$ cat src/asc_pkg.sv
// Purpose: Shared constants and types for the depth-limited scan sequencer
// Assumes: 16-bit frames, MSB first, framed by an active-low chip select
// Notes:   Field positions refer to the received frame word

package asc_pkg;

  // Frame geometry
  localparam int         FRAME_BITS = 16;
  localparam logic [4:0] FRAME_LAST = 5'h10;
  localparam logic [4:0] CNT_ZERO   = 5'h00;
  localparam logic [4:0] CNT_ONE    = 5'h01;

  // Frame command nibble codes
  localparam logic [3:0] CMD_CONTINUE = 4'h0;
  localparam logic [3:0] CMD_AUTO2    = 4'h3;
  localparam logic [3:0] CMD_DEPTH    = 4'h9;

  // Field positions in the received word
  localparam int CMD_MSB   = 15;
  localparam int CMD_LSB   = 12;
  localparam int WEN_BIT   = 11;
  localparam int CLR_BIT   = 10;
  localparam int LAST_MSB  = 9;
  localparam int LAST_LSB  = 6;
  localparam int SPAN_BIT  = 6;
  localparam int SLEEP_BIT = 5;
  localparam int FMT_BIT   = 4;
  localparam int GPIO_MSB  = 3;
  localparam int GPIO_LSB  = 0;

  // Reset values
  localparam logic [3:0] CHAN_RST = 4'h0;
  localparam logic [3:0] LAST_RST = 4'h7;
  localparam logic [3:0] GPIO_RST = 4'h0;
  localparam logic [15:0] WORD_RST = 16'h0000;

  typedef struct packed {
    logic       ctr_clear;
    logic       span;
    logic       sleep;
    logic       fmt;
    logic [3:0] gpio_lvl;
  } asc_cfg_t;

  localparam asc_cfg_t CFG_RST = '{1'b0, 1'b0, 1'b0, 1'b0, GPIO_RST};

  typedef struct packed {
    logic       sclk;
    logic       cs_n;
    logic       serial_command_in;
    logic [3:0] gpio;
  } asc_pins_t;

  localparam asc_pins_t PINS_RST = '{1'b0, 1'b1, 1'b0, GPIO_RST};

  typedef enum logic [1:0] {
    ST_IDLE  = 2'b00,
    ST_SHIFT = 2'b01,
    ST_DONE  = 2'b10
  } asc_state_t;

  typedef enum logic {
    MODE_OTHER = 1'b0,
    MODE_AUTO2 = 1'b1
  } asc_mode_t;

  // Next channel of the wrapping scan
  function automatic logic [3:0] next_channel(input logic [3:0] cur,
                                               input logic [3:0] last);
    next_channel = (cur == last) ? CHAN_RST : cur + 4'h1;
  endfunction

endpackage

$ cat src/asc_pin_sync.sv
// Purpose: Two-stage synchronisers and edge detection for the serial pins
// Assumes: SCLK well below a quarter of i_clk
// Notes:   Only the second stage feeds any logic

`timescale 1ns/1ps

module asc_pin_sync (
  // Clock and reset
  input  wire logic              i_clk,
  input  wire logic              i_nrst,
  // Raw pins
  input  wire asc_pkg::asc_pins_t i_pins,
  // Synchronised levels and edges
  output asc_pkg::asc_pins_t      o_pins,
  output logic                    o_sclk_rise,
  output logic                    o_sclk_fall,
  output logic                    o_cs_fall
);

  asc_pkg::asc_pins_t meta_ff;
  asc_pkg::asc_pins_t sync_ff;
  logic               sclk_d_ff;
  logic               cs_n_d_ff;

  always_ff @(posedge i_clk or negedge i_nrst) begin
    if (!i_nrst) begin
      meta_ff   <= asc_pkg::PINS_RST;
      sync_ff   <= asc_pkg::PINS_RST;
      sclk_d_ff <= 1'b0;
      cs_n_d_ff <= 1'b1;
    end else begin
      meta_ff   <= i_pins;
      sync_ff   <= meta_ff;
      sclk_d_ff <= sync_ff.sclk;
      cs_n_d_ff <= sync_ff.cs_n;
    end
  end

  assign o_pins      = sync_ff;
  assign o_sclk_rise = sync_ff.sclk & ~sclk_d_ff;
  assign o_sclk_fall = ~sync_ff.sclk & sclk_d_ff;
  assign o_cs_fall   = ~sync_ff.cs_n & cs_n_d_ff;

endmodule

$ cat src/asc_frame_shift.sv
// Purpose: 16-bit frame shifter, input sampled on rising, output on falling
// Assumes: Edge strobes come from the pin synchroniser
// Notes:   A frame cut short by chip select is dropped

`timescale 1ns/1ps

module asc_frame_shift (
  // Clock and reset
  input  wire logic        i_clk,
  input  wire logic        i_nrst,
  // Synchronised pins and edges
  input  wire logic        i_cs_n,
  input  wire logic        i_sdi,
  input  wire logic        i_sclk_rise,
  input  wire logic        i_sclk_fall,
  input  wire logic        i_cs_fall,
  // Word to send
  input  wire logic [15:0] i_tx_word,
  // Results
  output logic [15:0]      o_rx_word,
  output logic             o_done,
  output logic             o_sdo,
  output logic             o_sdo_oe
);

  asc_pkg::asc_state_t state_ff;
  asc_pkg::asc_state_t nxt_state;
  logic [15:0]         rx_ff;
  logic [15:0]         tx_ff;
  logic [4:0]          cnt_ff;
  logic [4:0]          cnt_inc;
  logic                last_fall;
  logic                in_shift;

  assign in_shift  = (state_ff == asc_pkg::ST_SHIFT);
  assign cnt_inc   = cnt_ff + asc_pkg::CNT_ONE;
  assign last_fall = in_shift & i_sclk_fall & ~i_cs_n
                     & (cnt_inc == asc_pkg::FRAME_LAST);

  always_comb begin
    nxt_state = state_ff;
    case (state_ff)
      asc_pkg::ST_IDLE: begin
        if (i_cs_fall) begin
          nxt_state = asc_pkg::ST_SHIFT;
        end
      end
      asc_pkg::ST_SHIFT: begin
        if (i_cs_n) begin
          nxt_state = asc_pkg::ST_IDLE;
        end else if (last_fall) begin
          nxt_state = asc_pkg::ST_DONE;
        end
      end
      asc_pkg::ST_DONE: begin
        if (i_cs_n) begin
          nxt_state = asc_pkg::ST_IDLE;
        end
      end
      default: nxt_state = asc_pkg::ST_IDLE;
    endcase
  end

  always_ff @(posedge i_clk or negedge i_nrst) begin
    if (!i_nrst) begin
      state_ff <= asc_pkg::ST_IDLE;
      rx_ff    <= asc_pkg::WORD_RST;
      tx_ff    <= asc_pkg::WORD_RST;
      cnt_ff   <= asc_pkg::CNT_ZERO;
      o_done   <= 1'b0;
      o_sdo_oe <= 1'b0;
    end else begin
      state_ff <= nxt_state;
      o_done   <= last_fall;
      o_sdo_oe <= ~i_cs_n;
      if (i_cs_fall) begin
        tx_ff  <= i_tx_word;
        cnt_ff <= asc_pkg::CNT_ZERO;
      end else if (in_shift && i_sclk_fall) begin
        tx_ff  <= {tx_ff[14:0], 1'b0};
        cnt_ff <= cnt_inc;
      end
      if (in_shift && i_sclk_rise) begin
        rx_ff <= {rx_ff[14:0], i_sdi};
      end
    end
  end

  assign o_rx_word = rx_ff;
  assign o_sdo     = tx_ff[15];

endmodule

$ cat src/asc_sequencer.sv
// Purpose: Frame decoder and channel sequencer for depth-limited scan mode
// Assumes: Host drives 16-clock frames framed by low chip select;
//          SCLK at most one eighth of i_clk
// Notes:   Result data arrives from the converter on the same clock
//
// Function
// - Span bit picks 2.5V (0) or 5V (1); resets to 0
// - Sleep bit powers down at sixteenth falling SCLK edge
// - Format 0 sends channel address on top nibble, then 12-bit result
// - Format 1 sends GPIO3..GPIO0 on top nibble, result below
// - Low four bits set GPIO levels, only on output pins
// - Depth frame leaves span and GPIO untouched, output stays valid
// - Code 1001 programs depth; bits 11-10 and 5-0 ignored
// - Bits 9-6 of depth frame store last scan channel
// - Counter runs from zero to last channel, then wraps to zero
// - Code 0000 keeps mode and settings, ignores lower twelve bits

`timescale 1ns/1ps

module asc_sequencer (
  // Clock and reset
  input  wire logic        i_clk,
  input  wire logic        i_nrst,
  // Serial pins from host
  input  wire logic        i_sclk,
  input  wire logic        i_cs_n,
  input  wire logic        i_serial_command_in,
  output logic             o_serial_result_out,
  output logic             o_serial_result_oe,
  // GPIO pins
  input  wire logic [3:0]  i_gpio,
  output logic [3:0]       o_gpio,
  output logic [3:0]       o_gpio_oe,
  input  wire logic [3:0]  i_gpio_is_output,
  // Converter side
  input  wire logic [11:0] i_conv_result,
  output logic             o_conv_start,
  output logic [3:0]       o_conv_channel,
  output logic             o_input_span_select,
  output logic             o_sleep,
  // Status
  output logic             o_scan_mode_active,
  output logic [3:0]       o_last_channel
);

  // Synchronised pins and edges
  asc_pkg::asc_pins_t raw_pins;
  asc_pkg::asc_pins_t sync_pins;
  logic               sclk_rise;
  logic               sclk_fall;
  logic               cs_fall;

  // Frame words
  logic [15:0]        rx_word;
  logic [15:0]        tx_word;
  logic               frame_done;

  // Held state
  asc_pkg::asc_mode_t mode_ff;
  asc_pkg::asc_cfg_t  cfg_ff;
  logic [3:0]         last_ch_ff;
  logic [3:0]         chan_ff;
  logic               sleep_ff;
  logic               conv_start_ff;
  logic [3:0]         conv_channel_ff;

  // Next values
  asc_pkg::asc_mode_t nxt_mode;
  asc_pkg::asc_cfg_t  nxt_cfg;
  logic [3:0]         nxt_last_ch;
  logic [3:0]         nxt_chan;
  logic               nxt_sleep;

  // Decoded fields
  logic [3:0]         frame_command_nibble;
  logic               lower_field_write_enable;
  asc_pkg::asc_cfg_t  rx_cfg;
  logic [3:0]         last_channel_field;
  logic               is_auto2;
  logic               is_depth;
  logic               is_continue;
  logic               cfg_write;
  logic [3:0]         top_nibble;

  assign raw_pins = '{i_sclk, i_cs_n, i_serial_command_in, i_gpio};

  asc_pin_sync u_sync (
    .i_clk       (i_clk),
    .i_nrst      (i_nrst),
    .i_pins      (raw_pins),
    .o_pins      (sync_pins),
    .o_sclk_rise (sclk_rise),
    .o_sclk_fall (sclk_fall),
    .o_cs_fall   (cs_fall)
  );

  asc_frame_shift u_shift (
    .i_clk       (i_clk),
    .i_nrst      (i_nrst),
    .i_cs_n      (sync_pins.cs_n),
    .i_sdi       (sync_pins.serial_command_in),
    .i_sclk_rise (sclk_rise),
    .i_sclk_fall (sclk_fall),
    .i_cs_fall   (cs_fall),
    .i_tx_word   (tx_word),
    .o_rx_word   (rx_word),
    .o_done      (frame_done),
    .o_sdo       (o_serial_result_out),
    .o_sdo_oe    (o_serial_result_oe)
  );

  // Field decode of the received frame
  assign frame_command_nibble =
    rx_word[asc_pkg::CMD_MSB:asc_pkg::CMD_LSB];
  assign lower_field_write_enable = rx_word[asc_pkg::WEN_BIT];
  assign last_channel_field =
    rx_word[asc_pkg::LAST_MSB:asc_pkg::LAST_LSB];
  assign rx_cfg.ctr_clear = rx_word[asc_pkg::CLR_BIT];
  assign rx_cfg.span      = rx_word[asc_pkg::SPAN_BIT];
  assign rx_cfg.sleep     = rx_word[asc_pkg::SLEEP_BIT];
  assign rx_cfg.fmt       = rx_word[asc_pkg::FMT_BIT];
  assign rx_cfg.gpio_lvl  =
    rx_word[asc_pkg::GPIO_MSB:asc_pkg::GPIO_LSB];

  assign is_auto2    = (frame_command_nibble == asc_pkg::CMD_AUTO2);
  assign is_depth    = (frame_command_nibble == asc_pkg::CMD_DEPTH);
  assign is_continue = (frame_command_nibble == asc_pkg::CMD_CONTINUE);
  assign cfg_write   = frame_done & is_auto2 & lower_field_write_enable;

  // Mode follows the scan code; other codes leave it as it was
  assign nxt_mode = (frame_done && is_auto2) ? asc_pkg::MODE_AUTO2
                                             : mode_ff;

  // depth frame skips span and GPIO
  assign nxt_cfg = cfg_write ? rx_cfg : cfg_ff;

  assign nxt_last_ch = (frame_done && is_depth) ? last_channel_field
                                                : last_ch_ff;

  // Channel to convert in the next frame
  always_comb begin
    nxt_chan = chan_ff;
    if (frame_done && (nxt_mode == asc_pkg::MODE_AUTO2)) begin
      // clear or step
      // Clear acts only in the frame that writes it
      if (cfg_write && rx_cfg.ctr_clear) begin
        nxt_chan = asc_pkg::CHAN_RST;
      end else begin
        nxt_chan = asc_pkg::next_channel(chan_ff, last_ch_ff);
      end
    end
  end

  always_comb begin
    nxt_sleep = sleep_ff;
    if (frame_done) begin
      nxt_sleep = nxt_cfg.sleep;
    end else if (cs_fall) begin
      nxt_sleep = 1'b0;
    end
  end

  // GPIO readback on top when the format bit is set
  // Previous conversion's channel pairs with its result
  assign top_nibble = cfg_ff.fmt ? sync_pins.gpio : conv_channel_ff;
  assign tx_word    = {top_nibble, i_conv_result};

  always_ff @(posedge i_clk or negedge i_nrst) begin
    if (!i_nrst) begin
      mode_ff    <= asc_pkg::MODE_OTHER;
      cfg_ff     <= asc_pkg::CFG_RST;
      last_ch_ff <= asc_pkg::LAST_RST;
      chan_ff    <= asc_pkg::CHAN_RST;
      sleep_ff   <= 1'b0;
    end else begin
      mode_ff    <= nxt_mode;
      cfg_ff     <= nxt_cfg;
      last_ch_ff <= nxt_last_ch;
      chan_ff    <= nxt_chan;
      sleep_ff   <= nxt_sleep;
    end
  end

  // Conversion launch at frame start
  always_ff @(posedge i_clk or negedge i_nrst) begin
    if (!i_nrst) begin
      conv_start_ff   <= 1'b0;
      conv_channel_ff <= asc_pkg::CHAN_RST;
    end else begin
      conv_start_ff <= cs_fall;
      if (cs_fall) begin
        conv_channel_ff <= chan_ff;
      end
    end
  end

  assign o_conv_start        = conv_start_ff;
  assign o_conv_channel      = conv_channel_ff;
  assign o_input_span_select = cfg_ff.span;
  assign o_sleep             = sleep_ff;
  assign o_scan_mode_active  = (mode_ff == asc_pkg::MODE_AUTO2);
  assign o_last_channel      = last_ch_ff;

  assign o_gpio    = cfg_ff.gpio_lvl;
  assign o_gpio_oe = i_gpio_is_output;

  // Unused continue flag kept for readability of decode
  logic unused_continue;
  assign unused_continue = is_continue;

endmodule

$ cat config.mk
export PLATFORM = sky130hd
export DESIGN_NAME = asc_sequencer
export DESIGN_NICKNAME = d
export VERILOG_FILES = /design/src/asc_pkg.sv /design/src/asc_pin_sync.sv /design/src/asc_frame_shift.sv /design/src/asc_sequencer.sv
export SDC_FILE = /design/constraint.sdc
export NUM_CORES = 1
export LEC_CHECK = 0
export BUFFER_PORTS_ARGS = -buffer_cell sky130_fd_sc_hd__buf_2
export CAP_MARGIN = 10
export CORE_UTILIZATION = 56
export CTS_CLUSTER_SIZE = 25
export DETAILED_ROUTE_END_ITERATION = 10
export PLACE_DENSITY = 0.78
export SYNTH_ARGS = -nofsm -noshare
export SYNTH_HDL_FRONTEND = slang
export SYNTH_SLANG_ARGS = --single-unit
export TNS_END_PERCENT = 1
$ cat constraint.sdc
create_clock -name i_clk -period 2.57 [get_ports i_clk]
set_clock_uncertainty 0.2 [all_clocks]
set_input_delay 0.3855 -clock i_clk [delete_from_list [all_inputs] [get_ports i_clk]]
set_output_delay 0.3855 -clock i_clk [all_outputs]
set_load 0.1 [all_outputs]
=== Word-level counts from Yosys, hierarchy flattened ===
Cells that the tools add are included.

* Add/sub/neg operators: 2
* Equal/unequal tests: 9
* Mux-type cells: 16
* Bitwise gates (word level): 11
* Reductions and logical operators: 10

{| class="wikitable"
|+ Operator list
! operator !! count
|-
| 2-to-1 mux 16 bit || 2
|-
| 2-to-1 mux 4 bit || 3
|-
| 2-to-1 mux 5 bit || 2
|-
| bitwise AND 1 bit || 8
|-
| 2-to-1 mux 2 bit || 4
|-
| logical AND 1 bit || 6
|-
| 2-to-1 mux 6 bit || 1
|-
| one-hot mux 2 bit (3 select lines) || 1
|-
| adder 5 x 1 -> 5 bit, second input constant || 1
|-
| == test 5 bit, second input constant || 1
|-
| adder 4 x 1 -> 4 bit, second input constant || 1
|-
| == test 4 x 2 -> 1 bit, second input constant || 1
|-
| == test 4 bit || 1
|-
| == test 4 bit, second input constant || 1
|-
| != test 2 bit, second input constant || 2
|-
| nonzero test 2 bit || 2
|-
| 2-to-1 mux 1 bit || 3
|-
| != test 3 x 2 -> 1 bit, second input constant || 1
|-
| NOT 1 bit || 3
|-
| AND reduction 3 bit || 1
|-
| == test 2 x 1 -> 1 bit, second input constant || 1
|-
| == test 2 bit, second input constant || 1
|-
| zero test 2 bit || 1
|}

* Bits in registers: 79
* Input port bits: 25
* Output and inout bits: 22
* Logic and storage cells: 74

=== Longest topological paths before layout ===
* Depth in word-level cells: 8
* Mapped depth: 6

=== Cells and area by module ===
From an unflattened synthesis, not the netlist that was laid out.

* Cell total of the unflattened synthesis: 245
* Area, all modules: 3233.1 µm²

{| class="wikitable"
|+ By module, submodules not included
! module !! times used !! cells an instance !! area an instance (µm²) !! sequential area each (µm²)
|-
| asc_frame_shift || 1 || 145 || 1745.4 || 1026.0
|-
| asc_sequencer || 1 || 81 || 1062.3 || 554.3
|-
| asc_pin_sync || 1 || 19 || 425.4 || 404.1
|}

=== Least setup slack after synthesis ===
No wires, ideal clock.

* Kind: reg2reg
* Start point: reg last_ch_ff[3] (netlist: o_last_channel[3])
* End point: reg chan_ff[2]
* Setup time: 0.126 ns
* Arrival: 1.892 ns
* Setup slack: 0.352 ns
* Stages on the path, launching flop included: 5
* Path buffers: 0
* Cell sequence: dfrtp_1 > xor2_1 > nor4_4 > a21oi_2 > a221o_1

* Word-level cells in the longest chain between the ends: 3

{| class="wikitable"
|+ RTL lines
! what !! line !! text
|-
| start, declared || asc_sequencer.sv:61 || <nowiki>logic [3:0] last_ch_ff;</nowiki>
|-
| start signal, assigned || asc_sequencer.sv:172 || <nowiki>last_ch_ff <= asc_pkg::LAST_RST;</nowiki>
|-
| start signal, assigned || asc_sequencer.sv:178 || <nowiki>last_ch_ff <= nxt_last_ch;</nowiki>
|-
| == test 4 bit || asc_pkg.sv:70 || <nowiki>next_channel = (cur == last) ? CHAN_RST : cur + 4'h1;</nowiki>
|-
| 2-to-1 mux 4 bit || asc_pkg.sv:70 ||
|-
| 2-to-1 mux 4 bit || asc_sequencer.sv:146 || <nowiki>if (cfg_write && rx_cfg.ctr_clear) begin</nowiki>
|-
| end signal, assigned || asc_sequencer.sv:173 || <nowiki>chan_ff <= asc_pkg::CHAN_RST;</nowiki>
|-
| end signal, assigned || asc_sequencer.sv:179 || <nowiki>chan_ff <= nxt_chan;</nowiki>
|-
| end, declared || asc_sequencer.sv:62 || <nowiki>logic [3:0] chan_ff;</nowiki>
|}

No other way between the ends.
A chain may end at the register's enable or synchronous reset.

=== Worst setup path in the final report ===
* Start point: reg last_ch_ff[0] (netlist: o_last_channel[0])
* End point: out o_last_channel[0]

{| class="wikitable"
|+ RTL lines
! what !! line !! text
|-
| end, declared || asc_sequencer.sv:43 || <nowiki>output logic [3:0] o_last_channel</nowiki>
|}

No word-level cell between the ends.

==> impl_metrics.tcl <==
set metrics [dict create \
    outcome "finished, final reports clean" \
    fin_ws_ns 0.657 \
    ys.flop_type "dfrtp_1" \
    fp.dieH_um 78.8 \
    cts.sinks 79 \
    rows 27 \
    crit_family "flip-flops" \
    syn_area_um2 3300 \
    cts_resized 0 \
    fin_crit_ns 1.91 \
    p_total_w 0.00246 \
    antenna_found_initial 0 \
    io_pins 47 \
    yosysTopAreaCell "dfrtp_1" \
    p_comb_share_pct 8.7 \
    place_inst 344 \
    clkPwrFrac_pct 34.1 \
    synth_area_leaders "dfrtp_1 55%, mux2_2 8.9%, mux2i_1 4.9%, dfstp_2 4.8%, nand2_1 3.0%" \
    grt_pass1_wl_mm 9.44 \
    clk_path_buf_depth 2 \
    worst-path-buf-inv 1 \
    rr_endpoint "u_shift.tx_ff[15]" \
    yosysTopAreaCellShare_pct 55.3 \
    place_hpwl_mm 3.71 \
    cp_max_fo 3 \
    critPathKind "reg -> out" \
    die-area_um2 6200 \
    drive_gt1_share_pct 34.2 \
    async_flop_share_pct 100 \
    insertion_delay_ns 0.34 \
    cts-root-buf "clkbuf_8" \
    grt_pass1_vias 1979 \
    slowest_delay_ns 0.56 \
    ff2ff_setup_slack_ns 0.68 \
    gp_congestion 0.776 \
    ir_drop_mv 0.540 \
    synth.most_common_cell "dfrtp_1" \
    dr.pass1.iters 4 \
    cts_setup_buffers 0 \
    synth_edf_count 0 \
    end_kind "output pin" \
    hold_end "u_shift.tx_ff[9]" \
    cts_made_buffers 9 \
    min_period_over_period_pct 74.4 \
    routed_wl_mm 5.51 \
    ys_ff_latch 79 \
    post-route-drc-count 0 \
    clk_pin_slew_ns 0.08 \
    hold_violations 0 \
    initial_core_util_pct 58.9 \
    ys_types 41 \
    min_path_cells 3 \
    hp-class "in -> reg" \
    netlist_instances 249 \
    ys_top_cells_by_count "73 x dfrtp_1, 26 x mux2_2, 26 x nand2_1, 16 x mux2i_1, 14 x o21ai_0" \
    arrival_ns 1.33 \
    grt.total_usage_pct 20.2 \
    cp_cell_sequence "buf_2" \
    regArea_um2 1980 \
    cts_max_level 3 \
    p_int_w 0.00186 \
    drv_cap 0 \
    area_delta_synth_final_pct 14.2 \
    fin_setup_tns_ns 0 \
    ant_nets 0 \
    seqPwrFrac_pct 57.2 \
    nFillCells 421 \
    crit_path_start_kind "flop" \
    fin_cells 367 \
    core_um2 5610 \
    place_ws_ns 0.693 \
    multi_input_area_um2 1160 \
    fp.dieW_um 78.8 \
    syn_area_per_cell_um2 13.3 \
    setup_viol 0 \
    grt_max_degree 46 \
    wire_per_inst_um 15.0 \
    power.switching_w 0.000593 \
    fin_nets 319 \
    swShare_pct 24.2 \
    r2r_cells 6 \
    hold_start "i_conv_result[9]" \
    ys_seq_area_share_pct 60.1 \
    p_per_area_nw_per_um2 652 \
    p_leak_nw 1.80 \
    rsz0062_at_grt "false" \
    fmax_ghz 0.523 \
    io_buffers 38 \
    num_antenna_cells 0 \
    vias_per_cell 5.28 \
    vias 1937 \
    slowest_stage "dfstp_2" \
    cp.required_ns 1.98 \
    drtIter0Drc 77 \
    syn-num-nets 277 \
    final_max_slew_viol_count 0 \
    tritoncts "yes" \
    synth_warnings 0 \
    worst_pin_slew_ns 0.620 \
    relSlewSlack_pct 58.4 \
    regToRegStartpoint "u_sync.o_pins[5]" \
    grt.overflow.total 0 \
]
[cells by family (layout without fill, tap and decap cells)]
kind of cell             Yosys count  count (layout)  synth area share, %
flip-flops                        79              79                 60.1
AO/OA/AOI/OAI                     34              34                 7.39
AND/OR/NAND/NOR                   55              55                 9.67
multiplexers                      43              43                 14.2
XOR/XNOR                          11              11                 2.92
buffers and inverters             24              70                 4.59
adder cells (fa/ha/maj)            3               3                 1.14
[worst min-delay path, stage by stage]
cell	delay [ns]
buf_2	0.07
nand2_1	0.03
o21ai_0	0.05
[power groups by stage]
| stage | Sequential, W | Combinational [W] | Clock, W |
|---|---|---|---|
| 2_1_floorplan | 0.00143 | 0.000143 | 0 |
| 3_5_place_dp | 0.00143 | 0.000207 | 0 |
| 6_report | 0.00140 | 0.000214 | 0.000837 |
| 4_1_cts | 0.00140 | 0.000217 | 0.000859 |
| 3_3_place_gp | 0.00142 | 0.000200 | 0 |
| 5_1_grt | 0.00142 | 0.000240 | 0.000912 |
[flip-flops by register name (all words and copies together), names as in the netlist, 2 cells and up]
register	count
u_shift.o_rx_word	16
u_shift.tx_ff	16
u_sync.meta_ff	7
u_sync.o_pins	7
u_shift.cnt_ff	5
chan_ff	4
o_conv_channel	4
o_gpio	4
o_last_channel	4
cfg_ff	2
u_shift.state_ff	2
[worst max path at each step]
stage,from,end,slack (ns),cells past startpoint
6_report,o_last_channel[0],o_last_channel[0],0.66,1
5_1_grt,u_sync.o_pins[5],u_shift.tx_ff[15],0.58,6
4_1_cts,o_last_channel[0],o_last_channel[0],0.65,1
3_5_place_dp,u_shift.o_done,o_last_channel[3],0.69,3
3_3_place_gp,u_sync.o_pins[5],u_shift.tx_ff[15],0.72,6
2_1_floorplan,o_last_channel[3],chan_ff[2],0.35,4
[through the flow]
stage,utilization [%],instance area (um2),hold slack [ns]
floorplan,-,3300,-0.110
global placement,62.5,3510,0.132
detailed placement,62.5,3510,0.136
CTS,67.2,3770,0.0307
global route,67.2,3770,0.0518
finish,67.2,3770,0.0401
[layout by cell type (no fill, tap or decap), drive strengths merged, types with 2 or more instances in the layout]
cell | netlist | routed
nand4 | 3 | 3
nand3 | 3 | 3
ha | 3 | 3
clkbuf | 5 | 12
nor4 | 2 | 2
dfrtp | 73 | 73
mux2 | 27 | 27
and4bb | 2 | 2
xor2 | 8 | 8
xnor2 | 3 | 3
nor2 | 7 | 7
dfstp | 6 | 6
buf | 14 | 42
nor2b | 5 | 5
mux2i | 16 | 16
o21ai | 15 | 15
dlygate4sd3 | 0 | 8
a21oi | 5 | 5
a211oi | 4 | 4
clkinv | 0 | 2
nand2 | 26 | 26
inv | 5 | 5
a21o | 3 | 3
nor3b | 2 | 2
a22o | 2 | 2
a2111oi | 2 | 2
[routing by layer]
layer / GRT usage (%) / vias to the layer above / share of wire (%)
li1: - / 938 / -
met1: 26.8 / 945 / 47
met2: 31.7 / 41 / 47
met3: 5.40 / 13 / 4.1
met4: 8.33 / 0 / 1.9
met5: 0 / - / 0
[repair_timing]
| item | CTS | global route |
|---|---|---|
| endpoints found under the setup margin | 0 | 0 |
| hold buffers | 8 | 0 |
| hold endpoints to repair | 41 | 0 |
[layout make-up]
class / count / share of cell area [%]
clock buffers: 12 / 4.38
clock inverters: 3 / 0.465
inverters: 5 / 0.498
multi-input cells: 146 / 30.9
flip-flops and latches: 79 / 52.7
well taps: 72 / 2.39
repair buffers: 50 / 8.70
No activity file was read; power rests on OpenSTA's default activity.
